--- config.mk ---
export PLATFORM = sky130hd
export DESIGN_NAME = mmncs_top
export DESIGN_NICKNAME = d
export VERILOG_FILES = /design/src/shared/mmncs_pkg.sv /design/src/rtl/mmncs_sel_decoder.sv /design/src/rtl/mmncs_top.sv
export SDC_FILE = /design/constraint.sdc
export NUM_CORES = 1
export LEC_CHECK = 0
export CAP_MARGIN = 10
export CELL_PAD_IN_SITES_DETAIL_PLACEMENT = 1
export CELL_PAD_IN_SITES_GLOBAL_PLACEMENT = 2
export CORE_MARGIN = 4
export CORE_UTILIZATION = 45
export CTS_BUF_LIST = sky130_fd_sc_hd__clkbuf_2 sky130_fd_sc_hd__clkbuf_4 sky130_fd_sc_hd__clkbuf_8
export DETAILED_ROUTE_END_ITERATION = 6
export DONT_BUFFER_PORTS = 1
export PLACE_DENSITY_LB_ADDON = 0.1
export SLEW_MARGIN = 20
export SYNTH_ARGS = -nofsm -noshare
export SYNTH_HDL_FRONTEND = slang
export SYNTH_SLANG_ARGS = --single-unit
--- constraint.sdc ---
create_clock -name clk_i -period 14.06 [get_ports clk_i]
set_input_delay 2.812 -clock clk_i [delete_from_list [all_inputs] [get_ports clk_i]]
set_output_delay 2.812 -clock clk_i [all_outputs]
set_load 0.1 [all_outputs]
--- src/shared/mmncs_pkg.sv ---
// What this block does
// - Engaged navigation adopts received bearing as course.
// - Cross-track holds line; bearing corrects larger turns.
// - Bearing unchanged 30-60 s selects cross-track steering.
// - Leave cross-track when bearing moves over 5 degrees.
// - Bearing jump over 10 degrees needs acknowledgement.
// - Unchanged-bearing timeout follows message repetition rate.
// - Navigation correction limited to 32 degrees either way.
// - Course error is heading minus set course.
// - Rudder demand only beyond the configured allowance.
// - Inputs polled in turn from one clock.
// - Excite compass, take converter sample, compute heading.
// - Two-phase selector pulses give direction and amount.
// - Bearing within 10 degrees accepted automatically.
// - Jump shows requested heading, alarm pulses 20 s.
// - Navigation-auto-navigation during alarm silences and adopts.
// - One degree of course per selector pulse.
package mmncs_pkg;
    typedef logic [8:0] mmncs_deg_t;
    typedef logic signed [9:0] mmncs_sdeg_t;
    typedef struct packed {
        logic valid;
        mmncs_deg_t deg;
    } mmncs_brg_s;
    typedef struct packed {
        logic valid;
        logic signed [7:0] corr;
    } mmncs_xtk_s;
    typedef enum logic [1:0] {
        P_EXCITE = 2'h0,
        P_ADC = 2'h1,
        P_SEL = 2'h3,
        P_NAV = 2'h2
    } mmncs_poll_e;

    localparam int ADC_W = 12;
    localparam logic [8:0] DEG_FULL_U = 9'h168;
    localparam logic signed [10:0] DEG_FULL = 11'sh168;
    localparam logic signed [10:0] DEG_HALF = 11'sh0b4;
    localparam mmncs_sdeg_t XTK_EXIT_DEG = 10'sh005;
    localparam mmncs_sdeg_t ACK_LIMIT_DEG = 10'sh00a;
    localparam mmncs_sdeg_t NAV_CORR_DEG = 10'sh020;
    localparam logic signed [5:0] SEL_STEP = 6'sh01;
    localparam int ALARM_BEAT_BIT = 24;

    localparam longint CLK_HZ = 40_000_000;
    localparam longint XTAL_HZ = 6_000_000;
    localparam longint STILL_MIN_S = 30;
    localparam longint STILL_MAX_S = 60;
    localparam longint ALARM_S = 20;
    localparam longint ADC_WAIT_NS = 1600;
    localparam longint STILL_MIN_CYC = STILL_MIN_S * CLK_HZ;
    localparam longint STILL_MAX_CYC = STILL_MAX_S * CLK_HZ;
    localparam longint ALARM_CYC = ALARM_S * CLK_HZ;
    localparam longint POLL_DWELL_CYC = CLK_HZ / XTAL_HZ;
    localparam longint ADC_WAIT_CYC = ADC_WAIT_NS * CLK_HZ / 1_000_000_000;

    function automatic mmncs_deg_t deg_wrap(input logic signed [10:0] x);
        logic signed [10:0] y;
        y = x;
        if (y < 0) begin
            y = y + DEG_FULL;
        end else if (y >= DEG_FULL) begin
            y = y - DEG_FULL;
        end
        return y[8:0];
    endfunction : deg_wrap

    function automatic mmncs_sdeg_t deg_diff(input mmncs_deg_t a, input mmncs_deg_t b);
        logic signed [10:0] d;
        d = signed'({2'b00, a}) - signed'({2'b00, b});
        if (d >= DEG_HALF) begin
            d = d - DEG_FULL;
        end else if (d < -DEG_HALF) begin
            d = d + DEG_FULL;
        end
        return d[9:0];
    endfunction : deg_diff

    function automatic mmncs_sdeg_t deg_abs(input mmncs_sdeg_t d);
        return (d < 0) ? -d : d;
    endfunction : deg_abs

    function automatic mmncs_deg_t deg_from_adc(input logic [ADC_W-1:0] s);
        logic [20:0] p;
        p = 21'(s) * 21'(DEG_FULL_U);
        return p[20:12];
    endfunction : deg_from_adc
endpackage : mmncs_pkg

--- src/rtl/mmncs_sel_decoder.sv ---
`timescale 1ns/1ps
module mmncs_sel_decoder (
    input wire logic clk_i,
    input wire logic rst_n_i,
    input wire logic phase_a_i,
    input wire logic phase_b_i,
    output logic step_o,
    output logic step_up_o
);
    logic a_q;
    logic step_q;
    logic up_q;
    logic step_d;
    logic up_d;

    // Each rising edge of phase A is one tooth; phase B tells the direction.
    always_comb begin
        step_d = phase_a_i & ~a_q;
        up_d = step_d ? ~phase_b_i : up_q;
    end

    always_ff @(posedge clk_i or negedge rst_n_i) begin
        if (!rst_n_i) begin
            a_q <= 1'b0;
            step_q <= 1'b0;
            up_q <= 1'b0;
        end else begin
            a_q <= phase_a_i;
            step_q <= step_d;
            up_q <= up_d;
        end
    end

    assign step_o = step_q;
    assign step_up_o = up_q;
endmodule : mmncs_sel_decoder

--- src/rtl/mmncs_top.sv ---
`timescale 1ns/1ps
module mmncs_top #(
    parameter logic [31:0] STILL_MIN_CYC = 32'(mmncs_pkg::STILL_MIN_CYC),
    parameter logic [31:0] STILL_MAX_CYC = 32'(mmncs_pkg::STILL_MAX_CYC),
    parameter logic [31:0] ALARM_CYC = 32'(mmncs_pkg::ALARM_CYC)
) (
    input wire logic clk_i,
    input wire logic rst_n_i,
    input wire logic mode_nav_i,
    input wire mmncs_pkg::mmncs_brg_s bearing_i,
    input wire mmncs_pkg::mmncs_xtk_s cross_track_error_i,
    input wire logic [mmncs_pkg::ADC_W-1:0] adc_data_i,
    input wire logic adc_valid_i,
    input wire logic sel_phase_a_i,
    input wire logic sel_phase_b_i,
    input wire mmncs_pkg::mmncs_deg_t allowance_i,
    output logic compass_excite_o,
    output mmncs_pkg::mmncs_deg_t heading_o,
    output mmncs_pkg::mmncs_deg_t course_ref_o,
    output mmncs_pkg::mmncs_deg_t set_course_o,
    output mmncs_pkg::mmncs_sdeg_t course_error_o,
    output mmncs_pkg::mmncs_sdeg_t rudder_cmd_o,
    output logic steer_cross_track_o,
    output logic alarm_o,
    output mmncs_pkg::mmncs_deg_t display_b_o,
    output logic display_b_valid_o
);
    import mmncs_pkg::*;

    localparam logic [3:0] DWELL_LAST = 4'(POLL_DWELL_CYC - 1);
    localparam logic [7:0] ADC_WAIT_LAST = 8'(ADC_WAIT_CYC - 1);

    mmncs_poll_e poll_q, poll_d;
    logic [3:0] dwell_q, dwell_d;
    logic [7:0] wait_q, wait_d;
    logic excite_q, excite_d;
    mmncs_deg_t heading_q, heading_d;
    logic tick;

    assign tick = (dwell_q == DWELL_LAST);

    // One slot per input in turn; the converter slot may end early on its answer.
    always_comb begin
        poll_d = poll_q;
        dwell_d = tick ? '0 : dwell_q + 4'h1;
        wait_d = wait_q;
        excite_d = 1'b0;
        heading_d = heading_q;
        case (poll_q)
            P_EXCITE: begin
                if (tick) begin
                    excite_d = 1'b1;
                    wait_d = '0;
                    poll_d = P_ADC;
                end
            end
            P_ADC: begin
                wait_d = wait_q + 8'h01;
                if (adc_valid_i) begin
                    heading_d = deg_from_adc(adc_data_i);
                    poll_d = P_SEL;
                end else if (wait_q == ADC_WAIT_LAST) begin
                    poll_d = P_SEL;
                end
            end
            P_SEL: begin
                if (tick) begin
                    poll_d = P_NAV;
                end
            end
            P_NAV: begin
                if (tick) begin
                    poll_d = P_EXCITE;
                end
            end
            default: begin
                poll_d = P_EXCITE;
            end
        endcase
    end

    always_ff @(posedge clk_i or negedge rst_n_i) begin
        if (!rst_n_i) begin
            poll_q <= P_EXCITE;
            dwell_q <= '0;
            wait_q <= '0;
            excite_q <= 1'b0;
            heading_q <= '0;
        end else begin
            poll_q <= poll_d;
            dwell_q <= dwell_d;
            wait_q <= wait_d;
            excite_q <= excite_d;
            heading_q <= heading_d;
        end
    end

    logic sel_step, sel_up, sel_take;
    logic signed [5:0] sel_acc_q, sel_acc_d;
    mmncs_deg_t course_ref_q, course_ref_d;

    mmncs_sel_decoder u_sel (
        .clk_i(clk_i),
        .rst_n_i(rst_n_i),
        .phase_a_i(sel_phase_a_i),
        .phase_b_i(sel_phase_b_i),
        .step_o(sel_step),
        .step_up_o(sel_up)
    );

    assign sel_take = (poll_q == P_SEL) && tick;

    // Steps that arrive while the slot consumes the total are kept, not lost.
    always_comb begin
        sel_acc_d = sel_take ? '0 : sel_acc_q;
        if (sel_step) begin
            sel_acc_d = sel_up ? sel_acc_d + SEL_STEP : sel_acc_d - SEL_STEP;
        end
        course_ref_d = course_ref_q;
        if (sel_take) begin
            course_ref_d = deg_wrap(signed'({2'b00, course_ref_q}) + 11'(sel_acc_q));
        end
    end

    always_ff @(posedge clk_i or negedge rst_n_i) begin
        if (!rst_n_i) begin
            sel_acc_q <= '0;
            course_ref_q <= '0;
        end else begin
            sel_acc_q <= sel_acc_d;
            course_ref_q <= course_ref_d;
        end
    end

    logic nav_q, nav_d, brg_new_q, brg_new_d;
    mmncs_deg_t brg_hold_q, brg_hold_d;
    logic signed [7:0] xtk_q, xtk_d;
    logic steer_q, steer_d, fresh_q, fresh_d;
    mmncs_deg_t ref_q, ref_d, target_q, target_d, pend_q, pend_d;
    logic [31:0] still_q, still_d, alarm_cnt_q, alarm_cnt_d;
    logic alarm_q, alarm_d, left_q, left_d, beep_q, beep_d;
    logic nav_take, rise, ack, changed, big, acc_go;
    mmncs_sdeg_t d_ref;

    assign nav_take = (poll_q == P_NAV) && tick;
    assign rise = mode_nav_i && !nav_q;
    assign ack = rise && alarm_q && left_q;
    assign d_ref = deg_abs(deg_diff(brg_hold_q, ref_q));
    assign changed = (brg_hold_q != ref_q) || fresh_q;
    assign big = deg_abs(deg_diff(brg_hold_q, set_course_o)) > ACK_LIMIT_DEG;

    always_comb begin
        nav_d = mode_nav_i;
        brg_new_d = (nav_take ? 1'b0 : brg_new_q) | bearing_i.valid;
        brg_hold_d = bearing_i.valid ? bearing_i.deg : brg_hold_q;
        xtk_d = cross_track_error_i.valid ? cross_track_error_i.corr : xtk_q;
        steer_d = steer_q;
        fresh_d = fresh_q;
        ref_d = ref_q;
        target_d = target_q;
        pend_d = pend_q;
        left_d = left_q;
        acc_go = 1'b0;
        still_d = (still_q == STILL_MAX_CYC) ? still_q : still_q + 32'h0000_0001;
        alarm_d = alarm_q;
        alarm_cnt_d = alarm_q ? alarm_cnt_q + 32'h0000_0001 : '0;
        if (alarm_q && alarm_cnt_q == ALARM_CYC - 32'h0000_0001) begin
            alarm_d = 1'b0;
        end
        if (!mode_nav_i) begin
            steer_d = 1'b0;
            still_d = '0;
            fresh_d = 1'b1;
            target_d = course_ref_q;
            if (alarm_q && nav_q) begin
                left_d = 1'b1;
            end
        end else if (ack) begin
            target_d = pend_q;
            ref_d = pend_q;
            alarm_d = 1'b0;
            left_d = 1'b0;
            fresh_d = 1'b0;
            still_d = '0;
        end else if (rise) begin
            brg_new_d = 1'b1;
            left_d = 1'b0;
        end else if (nav_take && brg_new_q) begin
            if (steer_q) begin
                if (d_ref > XTK_EXIT_DEG) begin
                    steer_d = 1'b0;
                    acc_go = 1'b1;
                end
            end else if (changed) begin
                acc_go = 1'b1;
            end else if (still_q >= STILL_MIN_CYC) begin
                steer_d = 1'b1;
            end
        end else if (!steer_q && still_q >= STILL_MAX_CYC) begin
            steer_d = 1'b1;
        end
        if (acc_go) begin
            still_d = '0;
            fresh_d = 1'b0;
            ref_d = brg_hold_q;
            if (big) begin
                pend_d = brg_hold_q;
                alarm_d = 1'b1;
                alarm_cnt_d = '0;
                left_d = 1'b0;
            end else begin
                target_d = brg_hold_q;
            end
        end
        beep_d = alarm_d && alarm_cnt_d[ALARM_BEAT_BIT];
    end

    always_ff @(posedge clk_i or negedge rst_n_i) begin
        if (!rst_n_i) begin
            nav_q <= 1'b0;
            brg_new_q <= 1'b0;
            brg_hold_q <= '0;
            xtk_q <= '0;
            steer_q <= 1'b0;
            fresh_q <= 1'b1;
            ref_q <= '0;
            target_q <= '0;
            pend_q <= '0;
            still_q <= '0;
            alarm_q <= 1'b0;
            alarm_cnt_q <= '0;
            left_q <= 1'b0;
            beep_q <= 1'b0;
        end else begin
            nav_q <= nav_d;
            brg_new_q <= brg_new_d;
            brg_hold_q <= brg_hold_d;
            xtk_q <= xtk_d;
            steer_q <= steer_d;
            fresh_q <= fresh_d;
            ref_q <= ref_d;
            target_q <= target_d;
            pend_q <= pend_d;
            still_q <= still_d;
            alarm_q <= alarm_d;
            alarm_cnt_q <= alarm_cnt_d;
            left_q <= left_d;
            beep_q <= beep_d;
        end
    end

    mmncs_deg_t set_q, set_d, base;
    mmncs_sdeg_t off, err_q, err_d, rud_q, rud_d;

    // The clamp keeps a bad fix from turning the boat far from the chosen course.
    always_comb begin
        base = steer_q ? deg_wrap(signed'({2'b00, target_q}) + 11'(xtk_q)) : target_q;
        off = deg_diff(base, course_ref_q);
        if (off > NAV_CORR_DEG) begin
            off = NAV_CORR_DEG;
        end else if (off < -NAV_CORR_DEG) begin
            off = -NAV_CORR_DEG;
        end
        set_d = (mode_nav_i && nav_q) ?
            deg_wrap(signed'({2'b00, course_ref_q}) + 11'(off)) : course_ref_q;
        err_d = deg_diff(heading_q, set_q);
        rud_d = (deg_abs(err_d) > signed'({1'b0, allowance_i})) ? err_d : '0;
    end

    always_ff @(posedge clk_i or negedge rst_n_i) begin
        if (!rst_n_i) begin
            set_q <= '0;
            err_q <= '0;
            rud_q <= '0;
        end else begin
            set_q <= set_d;
            err_q <= err_d;
            rud_q <= rud_d;
        end
    end

    assign compass_excite_o = excite_q;
    assign heading_o = heading_q;
    assign course_ref_o = course_ref_q;
    assign set_course_o = set_q;
    assign course_error_o = err_q;
    assign rudder_cmd_o = rud_q;
    assign steer_cross_track_o = steer_q;
    assign alarm_o = beep_q;
    assign display_b_o = pend_q;
    assign display_b_valid_o = alarm_q;
endmodule : mmncs_top

# After elaboration in Yosys (flattened, before gate mapping)
# Index checks and enable logic that the tools add are counted.
dict set report totals {
  word_cells 211
  input_bits 46
  output_inout_bits 60
  regBits 186
}
dict set report op_classes {
  eq_ne 17
  bitwise_logic 4
  reduce_logical 24
  addsub 30
  n_lt_le_gt_ge 24
  n_mul 1
  n_mux 84
}
# operator count
set ops {}
lappend ops {{2-to-1 mux 32 bit} 7}
lappend ops {{2-to-1 mux 10 bit} 14}
lappend ops {{2-to-1 mux 9 bit} 15}
lappend ops {{adder 32 x 1 -> 32 bit (second input constant)} 2}
lappend ops {{adder 10 bit (second input constant)} 4}
lappend ops {{greater-or-equal comparator 10 x 9 -> 1 bit (second input constant)} 4}
lappend ops {{< comparator 10 x 9 -> 1 bit (second input constant)} 4}
lappend ops {{subtractor 10 bit (second input constant)} 4}
lappend ops {{subtractor 9 x 9 -> 10 bit} 4}
lappend ops {{2-to-1 mux 1 bit} 36}
lappend ops {{greater-or-equal comparator 11 x 10 -> 1 bit (second input constant)} 3}
lappend ops {{< comparator 11 x 1 -> 1 bit (second input constant)} 3}
lappend ops {{== test 32 x 30 -> 1 bit (second input constant)} 1}
lappend ops {{== test 32 bit (second input constant)} 1}
lappend ops {{greater-or-equal comparator 32 x 31 -> 1 bit (second input constant)} 1}
lappend ops {{greater-or-equal comparator 32 bit (second input constant)} 1}
lappend ops {{< comparator 10 x 1 -> 1 bit (second input constant)} 3}
lappend ops {{negation 10 bit} 3}
lappend ops {{adder 9 bit (second input constant)} 3}
lappend ops {{subtractor 9 bit (second input constant)} 3}
lappend ops {{multiplier 12 x 6 -> 18 bit (second input constant)} 1}
lappend ops {{2-to-1 mux 6 bit} 3}
lappend ops {{one-hot mux 8 bit (2 select lines)} 1}
lappend ops {{adder 10 x 10 -> 11 bit} 1}
lappend ops {{other kinds (35)} 62}

# Longest topological paths before layout
# Gate-level depths: netlist (run 1).
dict set report depth {
  depth_word 17
  mapped_depth 45
}

# By module
# A second synthesis (run 1) with hierarchy kept.
dict set report unflattened {
  cells_unflattened 1765
  area_unflattened_um2 15320.9
}
# module seq_area_each_um2 area_per_inst_um2 n_inst cells_each
set modules_own_cells {}
lappend modules_own_cells {mmncs_top 4580.6 15218.3 1 1759}
lappend modules_own_cells {mmncs_sel_decoder 75.1 102.6 1 6}

# Least setup slack after synthesis (run 1)
# No wires, ideal clock.
dict set report synth_timing {
  kind {reg-to-reg}
  start {reg target_q[1]}
  end {reg set_q[6] (netlist: set_course_o[6])}
  synth_period_minus_slack_ps 8314
  t_arrival_ps 8179
  path_stages_with_launch 41
  path_slack_ps 5746
  path_cell_list {dfrtp_1 > ha_1 > a21o_1 > a21oi_1 > o21ai_0 > a21oi_1 > o21ai_0 > a21oi_1 > o22ai_1 > or2_2 > and3_1 > o21bai_1 > xnor2_1 > mux2_2 > ha_1 > a21boi_0 > o21a_1 > o211ai_1 > [... 5 more ...] > and3_1 > a22oi_1 > nor2_1 > ha_1 > fa_1 > a21o_1 > a21oi_1 > xnor2_1 > inv_1 > or4_1 > o21ai_0 > a31o_2 > a21oi_1 > nor2_1 > mux2i_1 > o32ai_1 > xnor2_1 > o21ai_0}
}
dict set report synth_via {
  elab_chain_cells 17
}
# item line
set synth_lines {}
lappend synth_lines {{start: declaration} mmncs_top.sv:139} ;# mmncs_deg_t ref_q, ref_d, target_q, target_d, pend_q, pend_d;
lappend synth_lines {{start signal: assignment} mmncs_top.sv:242} ;# target_q <= target_d;
lappend synth_lines {{adder 10 x 8 -> 11 bit} mmncs_top.sv:257} ;# base = steer_q ? deg_wrap(signed'({2'b00, target_q}) + 11'(xtk_q)) : target_q;
lappend synth_lines {{subtractor 9 bit / greater-or-equal comparator 11 x 10 -> 1 bit (equally long branches)} {mmncs_pkg.sv:64, mmncs_pkg.sv:63}}
lappend synth_lines {{2-to-1 mux 9 bit} mmncs_pkg.sv:63} ;# end else if (y >= DEG_FULL) begin
lappend synth_lines {{2-to-1 mux 9 bit} mmncs_pkg.sv:61} ;# if (y < 0) begin
lappend synth_lines {{2-to-1 mux 9 bit (*)} mmncs_top.sv:257}
lappend synth_lines {{subtractor 9 x 9 -> 10 bit (*)} mmncs_pkg.sv:71} ;# d = signed'({2'b00, a}) - signed'({2'b00, b});
lappend synth_lines {{adder 10 bit / < comparator 10 x 9 -> 1 bit (equally long branches)} {mmncs_pkg.sv:75, mmncs_pkg.sv:74}}
lappend synth_lines {{2-to-1 mux 10 bit} mmncs_pkg.sv:74} ;# end else if (d < -DEG_HALF) begin
lappend synth_lines {{[... 2 more ...]} n/a}
lappend synth_lines {{2-to-1 mux 10 bit} mmncs_top.sv:261} ;# end else if (off < -NAV_CORR_DEG) begin
lappend synth_lines {{2-to-1 mux 10 bit (*)} mmncs_top.sv:259} ;# if (off > NAV_CORR_DEG) begin
lappend synth_lines {{adder 10 x 10 -> 11 bit (*)} mmncs_top.sv:265} ;# deg_wrap(signed'({2'b00, course_ref_q}) + 11'(off)) : course_ref_q;
lappend synth_lines {{subtractor 9 bit / greater-or-equal comparator 11 x 10 -> 1 bit (equally long branches)} {mmncs_pkg.sv:64, mmncs_pkg.sv:63}}
lappend synth_lines {{2-to-1 mux 9 bit} mmncs_pkg.sv:63}
lappend synth_lines {{2-to-1 mux 9 bit (*)} mmncs_pkg.sv:61}
lappend synth_lines {{2-to-1 mux 9 bit (*)} mmncs_top.sv:264} ;# set_d = (mode_nav_i && nav_q) ?
lappend synth_lines {{named net set_d[6]} mmncs_top.sv:252} ;# mmncs_deg_t set_q, set_d, base;
lappend synth_lines {{end signal: assignment} mmncs_top.sv:276} ;# set_q <= set_d;
lappend synth_lines {{end: declaration} mmncs_top.sv:252}
# The timed path passes the listed nets; every way through them passes the cells marked *.
# A chain may end at the register's enable or synchronous reset.

# Worst setup path in the final report (run 1)
dict set report layout_timing {
  start {reg target_q[0]}
  end {reg set_q[7] (netlist: set_course_o[7])}
}
# Same word-level chain as after synthesis.

==> flow_summary_export.csv, run 1 <==
group,metric,value,unit
outcome,status,"completed",
final_layout,stdcell_count,2143,
placement,gp_congestion,0.853,
yosys,ys_seq_elements,186,
clock_tree,cts_tree,"built",
yosys,seq_area_frac_synth,31.4,%
yosys,synth_area_leaders,"dfrtp_1 31%, ha_1 12%, xnor2_1 5.4%",
route,wl_per_cell,18.3,um
global_route,grt_pass1_vias,12600,
die,num_rows,66,
route,drc,0,
sta,holdWs,446,ps
global_route,track_usage,22.0,%
yosys,synth_top_area_share,31.2,%
critical_path,reg2reg_depth,42,
sta,worst_clock_skew,17.0,ps
clock_tree,clkSinkCount,186,
clock_tree,ctsHoldBuffers,0,
global_route,grt_max_degree,187,
final_layout,diodes,0,
critical_path,path_max_fanout,7,
die,die_area,0.0360,sq mm
global_route,grt_pass1_wl,64800,um
yosys,async_flop_share,100,%
clock_tree,h-tree-depth,4,
critical_path,critPathKind,"flip-flop to flip-flop",
sta,setup_viol,0,
critical_path,cp.required,14430,ps
clock_tree,cts_buffer_depth,2,
clock_tree,cts_setup_buffers,0,
final_layout,drive_above_1_share,7.11,%
yosys,synth_area,0.0148,sq mm
route,drt_iter0_markers,402,
route,via_count,11900,
yosys,yosysTopAreaCell,"dfrtp_1",
placement,portBuffers,0,
final_layout,fin_nets,1899,
sta,tightest_slew,1170,ps
placement,hpwl,30700,um
critical_path,critPathArrivalTime,9960,ps
clock_tree,path_clk_slew,110,ps
critical_path,cp-end-kind,"flip-flop",
run,maxCapViolCount,0,
yosys,syn_nets,1902,
clock_tree,cts_buffers,17,
die,core,0.0325,sq mm
die,fp.dieH,190,um
sta,min_period_over_period,68.2,%
critical_path,critPathMaxStageDelay,660,ps
critical_path,cpMostUsedCell,"o21ai_0",
route,antenna_left,0,
route,drt-pass1-iter-count,4,
route,viasPerCell,5.57,
sta,fmax,104,MHz
yosys,ys_types,88,
final_layout,syn2layout_area_growth,6.13,%
final_layout,fin_util,48.4,%
final_layout,layout_common_cells,"185 x dfrtp_1, 165 x nand2_1, 158 x inv_1",
sta,period_minus_slack,9590,ps
worst_hold_path,hold_depth,1,
yosys,synthFlopType,"dfrtp_1",
sta,slew_headroom,22.0,%
final_layout,final_common_cell,"dfrtp_1",
sta,hold_viol,0,
critical_path,critPathLaunchType,"flip-flop",
route,routed_wl,39200,um
clock_tree,cts-resized-gates,0,
die,die_w,190,um
die,ios,106,
clock_tree,root_buffer,"clkbuf_8",
sta,final_max_slew_viol_count,0,
yosys,synth_edf_count,0,
sta,rsz0062_at_grt,"no",
clock_tree,worstSkewPairLatency,520,ps
placement,placed_cells,2111,
global_route,overflow,0,
yosys,ys_warn_count,0,
yosys,synth.avg_cell_area,8.78,sq um
yosys,synthCells,1691,
sta,setup_tns,0,ps
die,start_util,45.6,%
global_route,antenna_found_initial,1,
critical_path,timing.critical_path.slowest_stage_cell,"a211oi_1",
worst_hold_path,min_path_type,"flip-flop to flip-flop",
logic make-up after synthesis:
logic type      after synthesis  synth area share [%]
buf+inv                     195                  5.04
compound gates              358                  16.0
mux                          68                  5.09
xor+xnor                    164                  9.72
fa+ha+maj                   165                  15.2
flops                       186                  31.4
simple gates                555                  17.6
Yosys cell counts, types with 5 or more instances:
cell / number
mux2_1: 5
buf_2: 7
and3_1: 28
nand2_1: 165
nor2b_1: 17
o21bai_1: 11
or3_1: 8
mux2i_1: 17
a21o_1: 24
nand3_1: 51
o22ai_1: 13
nor2_1: 157
a21oi_1: 75
o211ai_1: 19
nor4_1: 12
a211oi_1: 6
o21ai_1: 6
a31oi_1: 19
fa_1: 25
a21boi_0: 12
and2_1: 18
xnor2_1: 91
clkbuf_1: 25
inv_1: 158
nand2b_1: 12
xor2_1: 72
o21ai_0: 82
o31ai_1: 10
o21a_1: 13
dfrtp_1: 185
nor3_1: 34
mux2_2: 43
or2_2: 10
ha_1: 140
nand4_1: 17
cell type report:
class / instances / area (sq um)
Inverter: 161 / 604
Clock inverter: 15 / 160
Sequential cell: 186 / 4660
Clock buffer: 17 / 234
Timing Repair Buffer: 12 / 90.1
Tap cell: 442 / 553
Multi-Input combinational cell: 1310 / 9460
Fill cell: 3932 / 16800
worst max-delay path: cells and delay by family (launching register included):
kind | cells | cell delay, ps
compound gates | 22 | 5150
xor+xnor | 4 | 610
fa+ha+maj | 5 | 1350
buf+inv | 2 | 210
flops | 1 | 420
mux | 2 | 490
simple gates | 7 | 1210
path summary, 6_finish.rpt:
path / slack, ps / from / to
max: 4470 / target_q[0] / set_course_o[7]
max in group asynchronous: 11700 / rst_n_i / alarm_cnt_q[3]
min in group asynchronous: 1990 / rst_n_i / course_error_o[4]
min: 450 / u_sel.a_q / u_sel.step_o
min reg2reg: 450 / u_sel.a_q / u_sel.step_o
max reg2reg: 4470 / target_q[0] / set_course_o[7]
metrics by stage:
step	cell area, sq um	setup slack [ps]
after detailed placement	15400	4580
after floorplan	14800	5750
final	15800	4470
after global placement	15400	4830
after CTS	15800	4530
after global routing	15800	3510
layer usage:
metal / global-route usage (%) / routed length (um) / up-vias
met5: 0 / 9 / -
met4: 5.31 / 686 / 2
met3: 4.39 / 1180 / 40
met2: 39.1 / 19400 / 127
met1: 27.7 / 17900 / 5883
li1: - / - / 5880
sequential cells by signal, summed over array words and instances, names as in the netlist, 9 cells and up:
register        cells
alarm_cnt_q        32
still_q            32
course_error_o     10
rudder_cmd_o       10
brg_hold_q          9
course_ref_o        9
display_b_o         9
heading_o           9
ref_q               9
set_course_o        9
target_q            9
Power of run 1 is not shown: default switching activity piles up to over one toggle a cycle in this logic, so the estimate is an artifact.
==> run 2: changes to the inputs <==
--- a/config.mk
+++ b/config.mk
@@ -9,7 +9,7 @@
 export CELL_PAD_IN_SITES_DETAIL_PLACEMENT = 1
 export CELL_PAD_IN_SITES_GLOBAL_PLACEMENT = 2
 export CORE_MARGIN = 4
-export CORE_UTILIZATION = 45
+export CORE_UTILIZATION = 38
 export CTS_BUF_LIST = sky130_fd_sc_hd__clkbuf_2 sky130_fd_sc_hd__clkbuf_4 sky130_fd_sc_hd__clkbuf_8
 export DETAILED_ROUTE_END_ITERATION = 6
 export DONT_BUFFER_PORTS = 1
==> constraint.sdc (replaced) <==
create_clock -name clk_i -period 7.71 [get_ports clk_i]
set_input_delay 1.542 -clock clk_i [delete_from_list [all_inputs] [get_ports clk_i]]
set_output_delay 1.542 -clock clk_i [all_outputs]
set_load 0.1 [all_outputs]
==> flow_summary_export.csv, run 2 (same netlist as run 1, synthesis figures left out) <==
group,metric,value,unit
die,start_util,38.4,%
placement,portBuffers,0,
route,drc,0,
sta,final_max_slew_viol_count,0,
global_route,antenna_found_initial,1,
final_layout,fin_nets,2015,
global_route,grt_pass1_vias,13200,
final_layout,syn2layout_area_growth,15.4,%
route,wl_per_cell,18.3,um
outcome,status,"finished, violations left",
clock_tree,root_buffer,"clkbuf_8",
worst_hold_path,min_path_type,"flip-flop to flip-flop",
sta,setup_viol,6,
sta,fmax,122,MHz
clock_tree,h-tree-depth,4,
critical_path,critPathKind,"flip-flop to flip-flop",
sta,hold_viol,0,
clock_tree,worstSkewPairLatency,530,ps
critical_path,path_max_fanout,6,
sta,worst_clock_skew,22.3,ps
final_layout,stdcell_count,2335,
critical_path,cp-end-kind,"flip-flop",
sta,fin_ws,-490,ps
die,num_rows,72,
global_route,overflow,0,
global_route,grt_pass1_wl,69900,um
critical_path,critPathLaunchType,"flip-flop",
final_layout,final_common_cell,"dfrtp_1",
placement,gp_congestion,0.869,
placement,hpwl,33100,um
clock_tree,clkSinkCount,186,
final_layout,diodes,0,
die,die_area,0.0423,sq mm
route,antenna_left,0,
die,fp.dieH,206,um
placement,preCtsSetupSlack,-660,ps
outcome,failed_checks,"setup timing",
global_route,grt_max_degree,187,
route,viasPerCell,5.35,
critical_path,timing.critical_path.slowest_stage_cell,"or4_4",
final_layout,nFillCells,4488,
sta,tightest_slew,1110,ps
route,drt_iter0_markers,516,
sta,rsz0062_at_grt,"yes",
clock_tree,cts_buffers,17,
clock_tree,cts_buffer_depth,2,
sta,min_period_over_period,106,%
clock_tree,path_clk_slew,110,ps
final_layout,largest_registers,"alarm_cnt_q (32), still_q (32)",
die,die_w,206,um
sta,period_minus_slack,8200,ps
final_layout,fin_util,44.3,%
run,maxCapViolCount,0,
placement,placed_cells,2280,
critical_path,critPathArrivalTime,8580,ps
final_layout,seqCellArea,0.00466,sq mm
critical_path,critPathMaxStageDelay,520,ps
global_route,track_usage,20.5,%
route,routed_wl,42700,um
critical_path,cp.required,8090,ps
final_layout,layout_common_cells,"184 x dfrtp_1, 163 x nand2_1, 155 x inv_1",
die,core,0.0386,sq mm
route,drt-pass1-iter-count,4,
final_layout,multi_input_area,0.00983,sq mm
final_layout,drive_above_1_share,16.7,%
clock_tree,cts_tree,"built",
route,via_count,12500,
die,ios,106,
sta,slew_headroom,26.3,%
## run 2: cell count changes in the layout (fill, tap and decap cells not counted), moves of 5 or more
| cell | before | now |
|---|---|---|
| buf_4 | 12 | 124 |
| o21ai_0 | 82 | 71 |
| a21oi_1 | 75 | 63 |
| o22ai_1 | 13 | 8 |
| a21oi_2 | 1 | 13 |
| o21ai_1 | 5 | 11 |
| ha_1 | 140 | 134 |
## run 2: area by class of cell
| cell class | instances | share of cell area [%] |
|---|---|---|
| multi-input cells | 1310 | 57.4 |
| inverters | 161 | 3.53 |
| flip-flops and latches | 186 | 27.2 |
| well taps | 518 | 3.78 |
| clock inverters | 15 | 1.04 |
| clock buffers | 17 | 1.37 |
| repair buffers | 128 | 5.70 |
## run 2: per-layer routing
layer	wire, um	track usage [%]	part of all wire [%]	vias up
li1	-	-	-	6100
met1	19200	25.8	45	6208
met2	21500	36.3	50	138
met3	1220	3.62	2.8	37
met4	788	5.12	1.8	2
met5	13	0	0.030	-
## run 2: per-stage QoR
step | hold WS [ps] | TNS (ps) | instance area [sq um]
final | 431 | -2700 | 17100
after global routing | 464 | -5270 | 17100
after CTS | 443 | -1930 | 17000
after detailed placement | 428 | -3540 | 16300
after global placement | 411 | -2660 | 16300
after floorplan | 399 | 0 | 15000
## run 2: worst max-delay path: cells and delay by family, from the launching register on
| kind | cells | cell delay, ps |
|---|---|---|
| buffers and inverters | 4 | 430 |
| muxes | 3 | 450 |
| adders and majority gates | 6 | 1500 |
| xor gates and xnor gates | 2 | 280 |
| and+or+nand+nor | 8 | 1780 |
| DFF | 1 | 370 |
| AOI/OAI and AO/OA | 20 | 3290 |
## run 2: repair_timing
item,4_1_cts,5_1_grt
setup endpoints to repair,6,6
pin swaps,43,35
setup buffers,17,7
gates resized for setup,39,28
hold buffers,0,0
## run 2: path summary, 6_finish.rpt
check                               start         endpoint  slack (ps)  depth (start not counted)
min in group asynchronous         rst_n_i  rudder_cmd_o[6]         710                          0
worst min-delay path            u_sel.a_q     u_sel.step_o         430                          1
worst max-delay path             xtk_q[0]  set_course_o[4]        -490                         43
worst min register to register  u_sel.a_q     u_sel.step_o         430                          1
max in group asynchronous         rst_n_i       dwell_q[2]        6510                          0
worst max register to register   xtk_q[0]  set_course_o[4]        -490                         43
Power of run 2 is left out for the same reason.
==> run 3: changes to the inputs <==
==> constraint.sdc (replaced) <==
create_clock -name clk_i -period 7.25 [get_ports clk_i]
set_input_delay 1.45 -clock clk_i [delete_from_list [all_inputs] [get_ports clk_i]]
set_output_delay 1.45 -clock clk_i [all_outputs]
set_load 0.1 [all_outputs]
==> flow_summary_export.csv, run 3 (same netlist as run 1, synthesis figures left out) <==
group,metric,value,unit
outcome,status,"finished, violations left",
outcome,failed_checks,"setup timing",
global_route,track_usage,20.6,%
sta,setup_viol,6,
route,wl_per_cell,18.5,um
global_route,overflow,0,
route,drt_iter0_markers,550,
route,viasPerCell,5.36,
final_layout,fin_area,0.0171,sq mm
sta,fin_ws,-686,ps
placement,portBuffers,0,
clock_tree,h-tree-depth,4,
critical_path,critPathKind,"flip-flop to flip-flop",
route,routed_wl,43100,um
worst_hold_path,hp-start,"u_sel.a_q",
critical_path,critPathArrivalTime,8300,ps
final_layout,largest_registers,"alarm_cnt_q (32), still_q (32)",
die,num_rows,72,
final_layout,syn2layout_area_growth,15.2,%
global_route,antenna_found_initial,2,
die,start_util,38.4,%
global_route,grt_pass1_vias,13100,
sta,min_period_over_period,109,%
sta,tightest_slew,1030,ps
final_layout,fin_nets,2011,
placement,hpwl,33500,um
final_layout,fin_util,44.3,%
route,via_count,12500,
die,ios,106,
critical_path,cp-end-kind,"flip-flop",
worst_hold_path,min_path_type,"flip-flop to flip-flop",
global_route,grt_pass1_wl,70200,um
critical_path,r2r_slack,-690,ps
clock_tree,clkSinkCount,186,
route,antenna_left,0,
final_layout,final_common_cell,"dfrtp_1",
sta,rsz0062_at_grt,"yes",
clock_tree,root_buffer,"clkbuf_8",
die,die_w,206,um
clock_tree,cts_buffer_depth,2,
final_layout,drive_above_1_share,16.6,%
final_layout,layout_common_cells,"184 x dfrtp_1, 164 x nand2_1, 155 x nor2_1",
sta,fmax,126,MHz
sta,final_max_slew_viol_count,0,
die,core,0.0386,sq mm
placement,placed_area,0.0164,sq mm
critical_path,cp.required,7610,ps
final_layout,nFillCells,4499,
critical_path,timing.critical_path.slowest_stage_cell,"or4_4",
critical_path,path_max_fanout,6,
sta,worst_clock_skew,21.7,ps
critical_path,critPathLaunchType,"flip-flop",
critical_path,crit_start,"target_q[0]",
final_layout,diodes,0,
clock_tree,cts_buffers,17,
critical_path,critPathMaxStageDelay,480,ps
sta,period_minus_slack,7940,ps
global_route,grt_max_degree,187,
die,fp.dieH,206,um
clock_tree,worstSkewPairLatency,520,ps
sta,slew_headroom,31.6,%
placement,gp_congestion,0.837,
clock_tree,path_clk_slew,100,ps
run,maxCapViolCount,0,
clock_tree,cts_tree,"built",
route,drt-pass1-iter-count,5,
sta,hold_viol,0,
die,die_area,0.0423,sq mm
critical_path,rr_startpoint,"target_q[0]",
route,drc,0,
[run 3: worst paths after layout]
path,to,depth (start not counted)
setup / recovery,set_course_o[6],41
hold reg to reg,u_sel.step_o,1
min in group asynchronous,heading_o[1],0
setup reg to reg,set_course_o[6],41
max in group asynchronous,fresh_q,0
hold / removal,u_sel.step_o,1
[run 3: worst max-delay path, delay by kind of cell, from the launching register on]
kind,cells,cell delay [ps]
compound gates,21,3420
simple gates,7,1620
fa+ha+maj,5,1310
xor+xnor,4,540
mux,2,410
flops,1,370
buf+inv,2,120
[run 3: per-stage QoR]
step | setup slack, ps | setup TNS (ps) | std cells | hold slack [ps]
2_1_floorplan | -313 | -1640 | 1691 | 399
3_3_place_gp | -682 | -3830 | 2290 | 412
3_5_place_dp | -968 | -5490 | 2290 | 419
4_1_cts | -741 | -4290 | 2326 | 432
5_1_grt | -1190 | -7010 | 2329 | 466
6_report | -686 | -3980 | 2329 | 426
[run 3: metal layers]
layer  wire length, um  up-vias  track usage [%]
met5                34        -                0
met4               478        4             3.92
met3              1480       32             4.05
met2             21600      139             36.4
met1             19500     6217             26.4
li1                  -     6093                -
[run 3: layout make-up]
cell class                      count  area (sq um)  area share (%)
Multi-Input combinational cell   1310          9890            57.8
Sequential cell                   186          4660            27.2
Timing Repair Buffer              124           931            5.44
Tap cell                          518           648            3.79
Inverter                          161           604            3.53
Clock buffer                       21           283            1.65
Clock inverter                      9          91.3           0.534
[run 3: repair_timing]
item,4_1_cts,5_1_grt
pin swaps,27,19
endpoints found under the setup margin,6,6
setup buffers,6,3
hold buffers,0,0
resized for setup,20,31
Power of run 3 is left out for the same reason.
